**src/pkg/dcm_pkg.sv**
```systemverilog
// Contract
// - Push mode: device starts each transmission on its own schedule; default.
// - Server-poll mode: send only on server request, never on schedule.
// - Either or both inputs activatable, both by default; inactive inputs ignored; code still shows an inactive pin at INPUT_STATE.
// - One shared sampling period 60..604800 s, default 86400, captures counters.
// - Transmission interval 60..604800 s; value 0, the default, disables it.
// - Interval at least twice sampling: send history; equal: latest sample only.
// - Both intervals used in whole minutes, remainder seconds dropped.
// - Each input detects low, high or both states; both by default.
// - Event counts only if state persists beyond debounce, 10 ms..10 min, 100 ms.
// - Optional per-input time counter, off by default, seconds in abnormal state.
// - Alarm when event count reaches threshold; 0 disables, default 1.
// - Alarm when one event outlasts duration threshold; 0 disables, default.
// - Monitoring keeps running whether or not the uplink is available.
// - Monitoring never pauses or loses events during a transmission.
// - Count every accepted change; send saved count with current input state; code counts detected changes only, sends the state taken with it.
// - With history, at most 48 samples per input in one message.
// - Counters volatile, cleared only by explicit command or reset.
// - Detection type code: 0 low, 1 high, 2 both.
package dcm_pkg;
	// ----------------------------------------
	// Timing
	// ----------------------------------------
	localparam int CLK_PERIOD_NS = 32'h0000_000A;
	localparam int MS_NS         = 32'h000F_4240;
	localparam int CYC_PER_MS    = (MS_NS + CLK_PERIOD_NS - 1) / CLK_PERIOD_NS;
	localparam int MS_PER_S      = 32'h0000_03E8;
	localparam int S_PER_MIN     = 32'h0000_003C;
	// ----------------------------------------
	// Widths and limits
	// ----------------------------------------
	localparam int NUM_IN        = 32'h0000_0002;
	localparam int CNT_W         = 32'h0000_0020;
	localparam int THR_W         = 32'h0000_001F;
	localparam int SEC_W         = 32'h0000_0014;
	localparam int MIN_W         = 32'h0000_000E;
	localparam int DEB_W         = 32'h0000_0014;
	localparam int PERIOD_MIN_S  = 32'h0000_003C;
	localparam int PERIOD_MAX_S  = 32'h0009_3A80;
	localparam int SAMPLE_DEF_S  = 32'h0001_5180;
	localparam int TX_DEF_S      = 32'h0000_0000;
	localparam int DEB_MIN_MS    = 32'h0000_000A;
	localparam int DEB_MAX_MS    = 32'h0009_27C0;
	localparam int DEB_DEF_MS    = 32'h0000_0064;
	localparam int COS_DEF       = 32'h0000_0001;
	localparam int DUR_DEF       = 32'h0000_0000;
	localparam int HIST_RATIO    = 32'h0000_0002;
	localparam int MAX_HIST      = 32'h0000_0030;
	localparam int FIFO_DEPTH    = 32'h0000_0010;
	// ----------------------------------------
	// Sample word: per input {en, state, events, seconds}
	// ----------------------------------------
	localparam int SLICE_W       = 2 * CNT_W + 2;
	localparam int WORD_W        = NUM_IN * SLICE_W;
	localparam int TM_LSB        = 32'h0000_0000;
	localparam int EV_LSB        = CNT_W;
	localparam int ST_BIT        = 2 * CNT_W;
	localparam int EN_BIT        = 2 * CNT_W + 1;
	// ----------------------------------------
	// Encodings
	// ----------------------------------------
	typedef enum logic [1:0] {
		DET_LOW  = 2'b00,
		DET_HIGH = 2'b01,
		DET_BOTH = 2'b10
	} dcm_det_e;
	typedef enum logic [1:0] {
		TX_IDLE = 2'b00,
		TX_DROP = 2'b01,
		TX_SEND = 2'b10
	} dcm_tx_e;
endpackage : dcm_pkg

```
**src/design/dcm_fifo.sv**
```systemverilog
`timescale 1ns/1ps
module dcm_fifo #(
	parameter int W = 8,
	parameter int D = 16
) (
	// Clock and reset
	input  wire logic                 clk,
	input  wire logic                 rst,
	// Fill side
	input  wire logic                 in_valid,
	output logic                      in_ready,
	input  wire logic [W-1:0]         in_data,
	// Drain side
	output logic                      out_valid,
	input  wire logic                 out_ready,
	output logic [W-1:0]              out_data,
	output logic [$clog2(D):0]        level
);
	localparam int AW = $clog2(D);

	logic [W-1:0]  mem_ff [D];
	logic [AW:0]   wr_ff;
	logic [AW:0]   rd_ff;
	wire           do_wr = in_valid & in_ready;
	wire           do_rd = out_valid & out_ready;

	assign level     = wr_ff - rd_ff;
	assign in_ready  = (level != (AW+1)'(D));
	assign out_valid = (level != '0);
	assign out_data  = mem_ff[rd_ff[AW-1:0]];

	always_ff @(posedge clk or posedge rst) begin
		if (rst) begin
			wr_ff <= '0;
			rd_ff <= '0;
		end else begin
			wr_ff <= wr_ff + (AW+1)'(do_wr);
			rd_ff <= rd_ff + (AW+1)'(do_rd);
		end
	end

	// Storage has no reset: contents are qualified by the pointers
	always_ff @(posedge clk) begin
		if (do_wr) begin
			mem_ff[wr_ff[AW-1:0]] <= in_data;
		end
	end
endmodule : dcm_fifo

```
**src/design/dcm_monitor.sv**
```systemverilog
`timescale 1ns/1ps
module dcm_monitor #(
	parameter int P_CYC_PER_MS = dcm_pkg::CYC_PER_MS,
	parameter int P_MS_PER_S   = dcm_pkg::MS_PER_S,
	parameter int P_S_PER_MIN  = dcm_pkg::S_PER_MIN,
	parameter int P_FIFO_DEPTH = dcm_pkg::FIFO_DEPTH,
	parameter int P_MAX_HIST   = dcm_pkg::MAX_HIST
) (
	// Clock and reset
	input  wire logic                                          CLK_SYS,
	input  wire logic                                          RST,
	// Contact pins
	input  wire logic                                          CONTACT_INPUT_FIRST,
	input  wire logic                                          CONTACT_INPUT_SECOND,
	// Global configuration
	input  wire logic                                          SERVER_POLL_MODE,
	input  wire logic [dcm_pkg::NUM_IN-1:0]                    INPUT_ENABLE,
	input  wire logic [dcm_pkg::SEC_W-1:0]                     SAMPLE_PERIOD_S,
	input  wire logic [dcm_pkg::SEC_W-1:0]                     TX_INTERVAL_S,
	// Per-input configuration, index 0 is the first input
	input  wire logic [dcm_pkg::NUM_IN-1:0][1:0]               DETECT_TYPE,
	input  wire logic [dcm_pkg::NUM_IN-1:0][dcm_pkg::DEB_W-1:0] DEBOUNCE_MS,
	input  wire logic [dcm_pkg::NUM_IN-1:0]                    TIME_CNT_EN,
	input  wire logic [dcm_pkg::NUM_IN-1:0][dcm_pkg::THR_W-1:0] COS_THRESHOLD,
	input  wire logic [dcm_pkg::NUM_IN-1:0][dcm_pkg::THR_W-1:0] DUR_THRESHOLD_S,
	// Commands, one-cycle pulses
	input  wire logic [dcm_pkg::NUM_IN-1:0]                    EVT_CNT_CLR,
	input  wire logic [dcm_pkg::NUM_IN-1:0]                    TIME_CNT_CLR,
	input  wire logic                                          SERVER_READ_REQ,
	// Status
	output logic [dcm_pkg::NUM_IN-1:0]                         INPUT_STATE,
	output logic [dcm_pkg::NUM_IN-1:0]                         COS_ALARM_FLAG,
	output logic [dcm_pkg::NUM_IN-1:0]                         DUR_ALARM_FLAG,
	output logic [dcm_pkg::NUM_IN-1:0]                         COS_ALARM_PULSE,
	output logic [dcm_pkg::NUM_IN-1:0]                         DUR_ALARM_PULSE,
	// Message stream toward the uplink
	output logic                                               MSG_VALID,
	input  wire logic                                          MSG_READY,
	output logic [dcm_pkg::WORD_W-1:0]                         MSG_DATA,
	output logic                                               MSG_LAST
);
	localparam int NI = dcm_pkg::NUM_IN;
	localparam int CW = dcm_pkg::CNT_W;
	localparam int MW = dcm_pkg::MIN_W;
	localparam int LW = $clog2(P_FIFO_DEPTH) + 1;

	// ----------------------------------------
	// Pin synchronisers
	// ----------------------------------------
	logic [NI-1:0] sync1_ff;
	logic [NI-1:0] sync2_ff;
	logic [2:0]    seed_ff;
	// Seeding lasts until the second stage carries the pin: no false edge
	wire           seeded = seed_ff[2];

	always_ff @(posedge CLK_SYS or posedge RST) begin
		if (RST) begin
			sync1_ff  <= '0;
			sync2_ff  <= '0;
			seed_ff   <= '0;
		end else begin
			sync1_ff  <= {CONTACT_INPUT_SECOND, CONTACT_INPUT_FIRST};
			sync2_ff  <= sync1_ff;
			seed_ff   <= {seed_ff[1:0], 1'b1};
		end
	end

	// ----------------------------------------
	// Timebase: ms, second and minute ticks
	// ----------------------------------------
	logic [31:0] cyc_cnt_ff;
	logic [15:0] ms_cnt_ff;
	logic [7:0]  sec_cnt_ff;
	logic        ms_tick_ff;
	logic        sec_tick_ff;
	logic        min_tick_ff;
	wire         cyc_wrap = (cyc_cnt_ff == 32'(P_CYC_PER_MS - 1));
	wire         ms_wrap  = cyc_wrap & (ms_cnt_ff == 16'(P_MS_PER_S - 1));
	wire         sec_wrap = ms_wrap & (sec_cnt_ff == 8'(P_S_PER_MIN - 1));

	always_ff @(posedge CLK_SYS or posedge RST) begin
		if (RST) begin
			cyc_cnt_ff  <= '0;
			ms_cnt_ff   <= '0;
			sec_cnt_ff  <= '0;
			ms_tick_ff  <= 1'b0;
			sec_tick_ff <= 1'b0;
			min_tick_ff <= 1'b0;
		end else begin
			cyc_cnt_ff  <= cyc_wrap ? '0 : cyc_cnt_ff + 32'h0000_0001;
			ms_cnt_ff   <= ms_wrap ? '0 : ms_cnt_ff + 16'(cyc_wrap);
			sec_cnt_ff  <= sec_wrap ? '0 : sec_cnt_ff + 8'(ms_wrap);
			ms_tick_ff  <= cyc_wrap;
			sec_tick_ff <= ms_wrap;
			min_tick_ff <= sec_wrap;
		end
	end

	// ----------------------------------------
	// Per-input monitor
	// ----------------------------------------
	logic [NI-1:0][CW-1:0] ev_cnt;
	logic [NI-1:0][CW-1:0] tm_cnt;
	logic [NI-1:0]         stable;
	logic [NI-1:0]         cos_flag;
	logic [NI-1:0]         dur_flag;
	logic [NI-1:0]         cos_hit;
	logic [NI-1:0]         dur_hit;

	for (genvar i = 0; i < NI; i++) begin : g_in
		logic [dcm_pkg::DEB_W-1:0] deb_cnt_ff;
		logic                      stable_ff;
		logic                      in_event_ff;
		logic [CW-1:0]             ev_ff;
		logic [CW-1:0]             tm_ff;
		logic [CW-1:0]             dur_ff;
		logic                      cos_flag_ff;
		logic                      dur_flag_ff;

		// Out-of-range debounce settings are pulled to the nearest limit
		wire [dcm_pkg::DEB_W-1:0] deb_lim =
			(DEBOUNCE_MS[i] < dcm_pkg::DEB_W'(dcm_pkg::DEB_MIN_MS)) ?
				dcm_pkg::DEB_W'(dcm_pkg::DEB_MIN_MS) :
			(DEBOUNCE_MS[i] > dcm_pkg::DEB_W'(dcm_pkg::DEB_MAX_MS)) ?
				dcm_pkg::DEB_W'(dcm_pkg::DEB_MAX_MS) : DEBOUNCE_MS[i];
		wire raw      = sync2_ff[i];
		wire en       = INPUT_ENABLE[i];
		wire diff     = raw ^ stable_ff;
		wire accept   = en & diff & ms_tick_ff & (deb_cnt_ff == deb_lim);
		// Code 3 is undefined and detects nothing
		wire hit      = (DETECT_TYPE[i] == dcm_pkg::DET_BOTH) |
		                ((DETECT_TYPE[i] == dcm_pkg::DET_HIGH) & raw) |
		                ((DETECT_TYPE[i] == dcm_pkg::DET_LOW) & ~raw);
		wire evt      = accept & hit;
		wire leave    = accept & ~hit;
		wire sec_in   = sec_tick_ff & in_event_ff;
		wire [CW-1:0] nxt_deb_ev = evt ? ev_ff + 32'h0000_0001 : ev_ff;
		wire [CW-1:0] nxt_ev = EVT_CNT_CLR[i] ? CW'(evt) : nxt_deb_ev;
		wire tm_inc   = sec_in & TIME_CNT_EN[i];
		wire [CW-1:0] nxt_tm = TIME_CNT_CLR[i] ? CW'(tm_inc) :
		                       tm_ff + CW'(tm_inc);
		wire [CW-1:0] nxt_dur = evt ? '0 : dur_ff + CW'(sec_in);
		wire [CW-1:0] cos_thr = {1'b0, COS_THRESHOLD[i]};
		wire [CW-1:0] dur_thr = {1'b0, DUR_THRESHOLD_S[i]};

		assign cos_hit[i] = evt & (cos_thr != '0) & (nxt_ev == cos_thr);
		// Alarm at the tick that takes the event past the threshold
		assign dur_hit[i] = sec_in & (dur_thr != '0) & (dur_ff == dur_thr);

		always_ff @(posedge CLK_SYS or posedge RST) begin
			if (RST) begin
				deb_cnt_ff  <= '0;
				stable_ff   <= 1'b0;
				in_event_ff <= 1'b0;
				ev_ff       <= '0;
				tm_ff       <= '0;
				dur_ff      <= '0;
				cos_flag_ff <= 1'b0;
				dur_flag_ff <= 1'b0;
			end else begin
				deb_cnt_ff  <= (~seeded | ~en | ~diff | accept) ? '0 :
				               deb_cnt_ff + dcm_pkg::DEB_W'(ms_tick_ff);
				// Idle level taken after reset so the first state is no event
				stable_ff   <= (~seeded | ~en | accept) ? raw : stable_ff;
				in_event_ff <= en & (evt | (in_event_ff & ~leave));
				ev_ff       <= nxt_ev;
				tm_ff       <= nxt_tm;
				dur_ff      <= nxt_dur;
				// Set wins over the clear
				cos_flag_ff <= cos_hit[i] | (cos_flag_ff & ~EVT_CNT_CLR[i]);
				dur_flag_ff <= dur_hit[i] | (dur_flag_ff & ~evt);
			end
		end

		assign ev_cnt[i]   = ev_ff;
		assign tm_cnt[i]   = tm_ff;
		assign stable[i]   = stable_ff;
		assign cos_flag[i] = cos_flag_ff;
		assign dur_flag[i] = dur_flag_ff;
	end

	// ----------------------------------------
	// Live sample word
	// ----------------------------------------
	logic [dcm_pkg::WORD_W-1:0] live_word;

	always_comb begin
		live_word = '0;
		for (int k = 0; k < NI; k++) begin
			if (INPUT_ENABLE[k]) begin
				live_word[k*dcm_pkg::SLICE_W + dcm_pkg::TM_LSB +: CW] = tm_cnt[k];
				live_word[k*dcm_pkg::SLICE_W + dcm_pkg::EV_LSB +: CW] = ev_cnt[k];
				live_word[k*dcm_pkg::SLICE_W + dcm_pkg::ST_BIT]      = stable[k];
				live_word[k*dcm_pkg::SLICE_W + dcm_pkg::EN_BIT]      = 1'b1;
			end
		end
	end

	// ----------------------------------------
	// Sampling and transmission schedulers
	// ----------------------------------------
	wire [dcm_pkg::SEC_W-1:0] samp_s =
		(SAMPLE_PERIOD_S < dcm_pkg::SEC_W'(dcm_pkg::PERIOD_MIN_S)) ?
			dcm_pkg::SEC_W'(dcm_pkg::PERIOD_MIN_S) :
		(SAMPLE_PERIOD_S > dcm_pkg::SEC_W'(dcm_pkg::PERIOD_MAX_S)) ?
			dcm_pkg::SEC_W'(dcm_pkg::PERIOD_MAX_S) : SAMPLE_PERIOD_S;
	wire [dcm_pkg::SEC_W-1:0] tx_s =
		(TX_INTERVAL_S > dcm_pkg::SEC_W'(dcm_pkg::PERIOD_MAX_S)) ?
			dcm_pkg::SEC_W'(dcm_pkg::PERIOD_MAX_S) : TX_INTERVAL_S;
	// Remainder seconds discarded by the integer division
	wire [MW-1:0] samp_min = MW'(samp_s / dcm_pkg::SEC_W'(dcm_pkg::S_PER_MIN));
	wire [MW-1:0] tx_min   = MW'(tx_s / dcm_pkg::SEC_W'(dcm_pkg::S_PER_MIN));
	wire          tx_off   = (tx_min == '0);
	wire          history  = ({2'b00, tx_min} >=
	                          (MW+2)'(samp_min) * (MW+2)'(dcm_pkg::HIST_RATIO));

	logic [MW-1:0]              samp_cnt_ff;
	logic [MW-1:0]              tx_cnt_ff;
	logic                       snap_vld_ff;
	logic [dcm_pkg::WORD_W-1:0] snap_ff;
	logic                       req_pend_ff;
	wire                        fifo_in_ready;
	wire                        samp_due = min_tick_ff & (samp_cnt_ff + MW'(1'b1) >= samp_min);
	wire                        tx_run   = ~SERVER_POLL_MODE & ~tx_off;
	wire                        tx_due   = tx_run & min_tick_ff &
	                                       (tx_cnt_ff + MW'(1'b1) >= tx_min);
	wire                        msg_req  = tx_due |
	                                       (SERVER_POLL_MODE & SERVER_READ_REQ);
	wire                        take_req;

	// A full buffer holds the snapshot back; the newest sample replaces it
	always_ff @(posedge CLK_SYS or posedge RST) begin
		if (RST) begin
			samp_cnt_ff <= '0;
			tx_cnt_ff   <= '0;
			snap_vld_ff <= 1'b0;
			snap_ff     <= '0;
			req_pend_ff <= 1'b0;
		end else begin
			samp_cnt_ff <= samp_due ? '0 : samp_cnt_ff + MW'(min_tick_ff);
			tx_cnt_ff   <= (~tx_run | tx_due) ? '0 : tx_cnt_ff + MW'(min_tick_ff);
			snap_vld_ff <= samp_due | (snap_vld_ff & ~fifo_in_ready);
			snap_ff     <= samp_due ? live_word : snap_ff;
			req_pend_ff <= msg_req | (req_pend_ff & ~take_req);
		end
	end

	// ----------------------------------------
	// Sample buffer
	// ----------------------------------------
	wire                        fifo_out_valid;
	wire                        fifo_out_ready;
	wire [dcm_pkg::WORD_W-1:0]  fifo_out_data;
	wire [LW-1:0]               fifo_level;

	dcm_fifo #(
		.W (dcm_pkg::WORD_W),
		.D (P_FIFO_DEPTH)
	) u_fifo (
		.clk       (CLK_SYS),
		.rst       (RST),
		.in_valid  (snap_vld_ff),
		.in_ready  (fifo_in_ready),
		.in_data   (snap_ff),
		.out_valid (fifo_out_valid),
		.out_ready (fifo_out_ready),
		.out_data  (fifo_out_data),
		.level     (fifo_level)
	);

	// ----------------------------------------
	// Message sequencer
	// ----------------------------------------
	dcm_pkg::dcm_tx_e           tx_st_ff;
	dcm_pkg::dcm_tx_e           nxt_tx_st;
	logic [7:0]                 sent_ff;
	logic                       out_vld_ff;
	logic                       out_last_ff;
	logic [dcm_pkg::WORD_W-1:0] out_data_ff;
	wire  can_load  = ~out_vld_ff | MSG_READY;
	wire  one_left  = (fifo_level == LW'(1));
	wire  cap_hit   = (sent_ff == 8'(P_MAX_HIST - 1));
	wire  live_send = (tx_st_ff == dcm_pkg::TX_IDLE) & req_pend_ff &
	                  ~fifo_out_valid & can_load;
	wire  pop_send  = (tx_st_ff == dcm_pkg::TX_SEND) & fifo_out_valid & can_load;
	wire  pop_drop  = (tx_st_ff == dcm_pkg::TX_DROP) & ~one_left;
	wire  send_last = one_left | cap_hit;

	assign take_req       = (tx_st_ff == dcm_pkg::TX_IDLE) & req_pend_ff &
	                        (fifo_out_valid | can_load);
	assign fifo_out_ready = pop_send | pop_drop;

	always_comb begin
		nxt_tx_st = tx_st_ff;
		unique case (tx_st_ff)
			dcm_pkg::TX_IDLE: begin
				if (req_pend_ff & fifo_out_valid) begin
					nxt_tx_st = (history & ~SERVER_POLL_MODE) ?
					            dcm_pkg::TX_SEND : dcm_pkg::TX_DROP;
				end
			end
			dcm_pkg::TX_DROP: begin
				if (one_left) begin
					nxt_tx_st = dcm_pkg::TX_SEND;
				end
			end
			dcm_pkg::TX_SEND: begin
				if (~fifo_out_valid | (pop_send & send_last)) begin
					nxt_tx_st = dcm_pkg::TX_IDLE;
				end
			end
			default: begin
				nxt_tx_st = dcm_pkg::TX_IDLE;
			end
		endcase
	end

	always_ff @(posedge CLK_SYS or posedge RST) begin
		if (RST) begin
			tx_st_ff    <= dcm_pkg::TX_IDLE;
			sent_ff     <= '0;
			out_vld_ff  <= 1'b0;
			out_last_ff <= 1'b0;
			out_data_ff <= '0;
		end else begin
			tx_st_ff    <= nxt_tx_st;
			sent_ff     <= (tx_st_ff != dcm_pkg::TX_SEND) ? '0 : sent_ff + 8'(pop_send);
			out_vld_ff  <= (pop_send | live_send) | (out_vld_ff & ~MSG_READY);
			out_last_ff <= pop_send ? send_last : (live_send | (out_last_ff & ~MSG_READY));
			out_data_ff <= pop_send ? fifo_out_data :
			               live_send ? live_word : out_data_ff;
		end
	end

	// ----------------------------------------
	// Output registers
	// ----------------------------------------
	// Uplink back-pressure only stalls the message path, never the inputs
	logic [NI-1:0] cos_pls_ff;
	logic [NI-1:0] dur_pls_ff;

	always_ff @(posedge CLK_SYS or posedge RST) begin
		if (RST) begin
			cos_pls_ff <= '0;
			dur_pls_ff <= '0;
		end else begin
			cos_pls_ff <= cos_hit;
			dur_pls_ff <= dur_hit;
		end
	end

	assign INPUT_STATE     = stable;
	assign COS_ALARM_FLAG  = cos_flag;
	assign DUR_ALARM_FLAG  = dur_flag;
	assign COS_ALARM_PULSE = cos_pls_ff;
	assign DUR_ALARM_PULSE = dur_pls_ff;
	assign MSG_VALID       = out_vld_ff;
	assign MSG_DATA        = out_data_ff;
	assign MSG_LAST        = out_last_ff;
endmodule : dcm_monitor

```
**config.mk**
```make
export PLATFORM = sky130hd
export DESIGN_NAME = dcm_monitor
export DESIGN_NICKNAME = d
export VERILOG_FILES = /design/src/pkg/dcm_pkg.sv /design/src/design/dcm_fifo.sv /design/src/design/dcm_monitor.sv
export SDC_FILE = /design/constraint.sdc
export NUM_CORES = 2
export LEC_CHECK = 0
export BUFFER_PORTS_ARGS = -buffer_cell sky130_fd_sc_hd__buf_2
export CAP_MARGIN = 20
export CORE_ASPECT_RATIO = 1.4
export CORE_UTILIZATION = 40
export CTS_BUF_LIST = sky130_fd_sc_hd__clkbuf_8
export DETAILED_ROUTE_END_ITERATION = 8
export GPL_ROUTABILITY_DRIVEN = 1
export HOLD_SLACK_MARGIN = 0.03
export RECOVER_POWER = 25
export SETUP_SLACK_MARGIN = 0.3
export SLEW_MARGIN = 20
export SYNTH_ARGS = -nofsm -noshare
export SYNTH_HDL_FRONTEND = slang
export SYNTH_SLANG_ARGS = --single-unit
export TNS_END_PERCENT = 30
```
**constraint.sdc**
```tcl
create_clock -name CLK_SYS -period 19.2 [get_ports CLK_SYS]
set_input_delay 1.92 -clock CLK_SYS [delete_from_list [all_inputs] [get_ports CLK_SYS]]
set_output_delay 1.92 -clock CLK_SYS [all_outputs]
set_load 0.01 [all_outputs]
```
==> results_dict.tcl <==
set metrics [dict create \
    io_pins 367 \
    dieHeight_um 635 \
    stdcell_area_um2 129000 \
    tritoncts "done" \
    worstSetupPathType "input port to flip-flop" \
    p_leak_uw 0.0405 \
    finish.utilization 0.452 \
    clock_latency_ns 1.01 \
    row_count 232 \
    async_flop_share 0.229 \
    seqPwrFrac 0.544 \
    post-place-ws_ns 5.08 \
    synth_edf_count 2112 \
    power_uw 11600 \
    max_freq_ghz 0.0758 \
    wl_um 296000 \
    coreArea_um2 285000 \
    dr.pass1.iters 8 \
    layout_commonest_cell "edfxtp_1" \
    status "finished clean" \
    ys_warn_count 0 \
    netlist_area_um2 115000 \
    die_x_um 454 \
    drtAntennaViolNets 0 \
    startpoint_type "input port" \
    cts_resized 0 \
    final-max-slew-violation-count 0 \
    worst_pin_slew_ns 1.11 \
    worstPathRequired_ns 19.99 \
    syn-mean-instance-area_um2 16.6 \
    routedWlPerCell_um 25.7 \
    synthTopCellsByArea "edfxtp_1, dfrtp_1, mux4_2" \
    grt_usage 0.203 \
    worstSetupStartpoint "SAMPLE_PERIOD_S[16]" \
    period_needed_ns 13.19 \
    synth_xor_area_frac 0.0355 \
    rsz0062_at_grt "no" \
    crit_path_end_kind "flip-flop" \
    grt_pass1_vias 67600 \
    synth_compound_area_frac 0.0444 \
    areaGrowthSynthToFinish_pct 12.4 \
    setup_ws_ns 6.01 \
    worstSetupEndpoint "snap_ff[54]" \
    fill_cells 24600 \
    start_util 0.402 \
    route.detailed.drc 0 \
    drive_above_1_share 0.227 \
    cts_hold_buf 0 \
    slowest_stage "buf_4" \
    power_frac_clock 0.397 \
    hp-class "flip-flop to flip-flop" \
    yosysSeqAreaShare 0.690 \
    ir_drop_uv 64.0 \
    cts-root-buf "clkbuf_8" \
    numCtsBuffers 412 \
    cts_buffer_depth 4 \
    synth_flop_cell "edfxtp_1" \
    worst_slew_margin_rel 0.263 \
    worstPathMaxFanout 78 \
    seq_area_um2 79100 \
    muxShareOfSynthArea 0.133 \
    p_switching_uw 2700 \
    num_vias 65200 \
    internal-power_uw 8910 \
    r2r_setup_slack_ns 13.31 \
    fin_skew_ns 0.0810 \
    via_per_inst 5.66 \
    maxCapViolCount 0 \
    place.gp.congestion 0.842 \
    crit_top_cell "o21ai_0" \
    r2r-end "u_fifo.mem_ff[13][56]" \
    clkSinkCount 2738 \
    finalCritPeriodShare 0.687 \
    tns_ns 0 \
    grt_overflow_total 0 \
    syn_nets 7200 \
    layout.cells.most_common_list "edfxtp_1, mux4_2, dfrtp_1" \
    port_buffers 366 \
    pwr-share-comb 0.058 \
    finalHoldViolCount 0 \
    synth_top_family_by_area "multiplexers" \
    synthAdderAreaFrac 0.00892 \
    postPlaceCellArea_um2 121000 \
    rr_worst_depth 12 \
    netlist_instances 6900 \
    yosysTopAreaCell "edfxtp_1" \
    grt_max_degree 148 \
    die-area_um2 289000 \
    setup_viol 0 \
    yosys.area_share.simple 0.0698 \
    cp_slowest_stage_delay_ns 0.81 \
    grt_antenna_before_repair 10 \
    hpwl_um 165000 \
    multi_input_area_um2 33500 \
    cts_max_level 5 \
    drt_iter0_drc 6485 \
    yosysTopAreaCellShare 0.553 \
    synth_seq_cells 2738 \
    cp.arrival_ns 13.98 \
    clk_pin_slew_ns 0.06 \
    power_density_nw_per_um2 90.1 \
    ys_types 107 \
    timing.rr.start "u_fifo.rd_ff[0]" \
    switching_share 0.232 \
    final_net_count 7741 \
    post_cts_buffers 0 \
    grt_pass1_wl_um 440000 \
]
## cell families (layout without fill, tap and decap cells)
| family | after synthesis | count (layout) |
|---|---|---|
| compound gates | 706 | 706 |
| fa+ha+maj | 82 | 82 |
| buf+inv | 556 | 1443 |
| xor+xnor | 465 | 465 |
| mux | 689 | 689 |
| flops | 2738 | 2738 |
| other cells | 1 | 4 |
| simple gates | 1663 | 1663 |
## layout make-up
cell class	instances	area share
Antenna cell	3	0.0000583
Clock buffer	463	0.0495
Clock inverter	297	0.0124
Inverter	215	0.00639
Multi-Input combinational cell	3606	0.260
Sequential cell	2738	0.614
Tap cell	3744	0.0364
Timing Repair Buffer	468	0.0211
## worst min path at each step
stage	start	to	slack (ns)	depth (start not counted)
2_1_floorplan	seed_ff[0]	seed_ff[1]	0.33	0
3_3_place_gp	sync1_ff[1]	sync2_ff[1]	0.33	0
3_5_place_dp	seed_ff[0]	seed_ff[1]	0.34	0
4_1_cts	seed_ff[1]	seed_ff[2]	0.35	0
5_1_grt	seed_ff[1]	seed_ff[2]	0.35	0
6_report	seed_ff[1]	seed_ff[2]	0.35	0
## flip-flops by register name, indices dropped and copies added (netlist names), 14 cells and up
signal           flops
u_fifo.mem_ff     2112
g_in.deb_cnt_ff     40
cyc_cnt_ff          32
g_in.tm_ff          64
MSG_DATA           132
tx_cnt_ff           14
snap_ff            132
samp_cnt_ff         14
g_in.dur_ff         64
ms_cnt_ff           16
g_in.ev_ff          64
## cell usage after synthesis (11+ instances only)
cell	instances
a211oi_1	27
a21o_1	18
a21oi_1	83
a222oi_1	128
a31oi_1	14
and2_1	55
and3_1	70
and4_1	20
buf_1	58
clkbuf_1	268
dfrtp_1	626
edfxtp_1	2112
ha_1	76
inv_1	212
mux2_2	11
mux2i_1	15
mux4_2	660
nand2_1	477
nand2b_1	43
nand3_1	187
nand4_1	111
nor2_1	433
nor2b_1	45
nor3_1	45
nor4_1	81
o211ai_1	13
o21a_1	19
o21ai_0	218
o22ai_1	13
o31ai_1	22
or2_2	15
or3_1	29
xnor2_1	226
xor2_1	239
## power by group through the flow
stage	sequential [uW]	clock, uW	combinational [uW]
2_1_floorplan	6440	0	466
4_1_cts	6320	4730	676
3_5_place_dp	6440	0	673
6_report	6320	4610	677
3_3_place_gp	6440	0	664
5_1_grt	6310	4970	750
## through the flow
stage	cells	hold slack (ns)
detailed placement	10800	0.336
global placement	10800	0.335
global route	11500	0.350
floorplan	6900	0.331
finish	11500	0.348
CTS	11500	0.348
## layer usage
layer / part of all wire / vias up / track usage
met2: 0.50 / 2150 / 0.339
li1: - / 28200 / -
met3: 0.064 / 437 / 0.0354
met5: 0.000091 / - / 0
met4: 0.021 / 4 / 0.0503
met1: 0.42 / 34500 / 0.275
## critical path, delay by kind of cell
kind | cells | cell delay, ns
and+or+nand+nor | 14 | 1.98
buffers and inverters | 3 | 1.76
muxes | 1 | 0.43
adders and majority gates | 1 | 0.24
AOI/OAI and AO/OA | 25 | 7.57
Note: power is estimated with default switching activity, not from simulation.
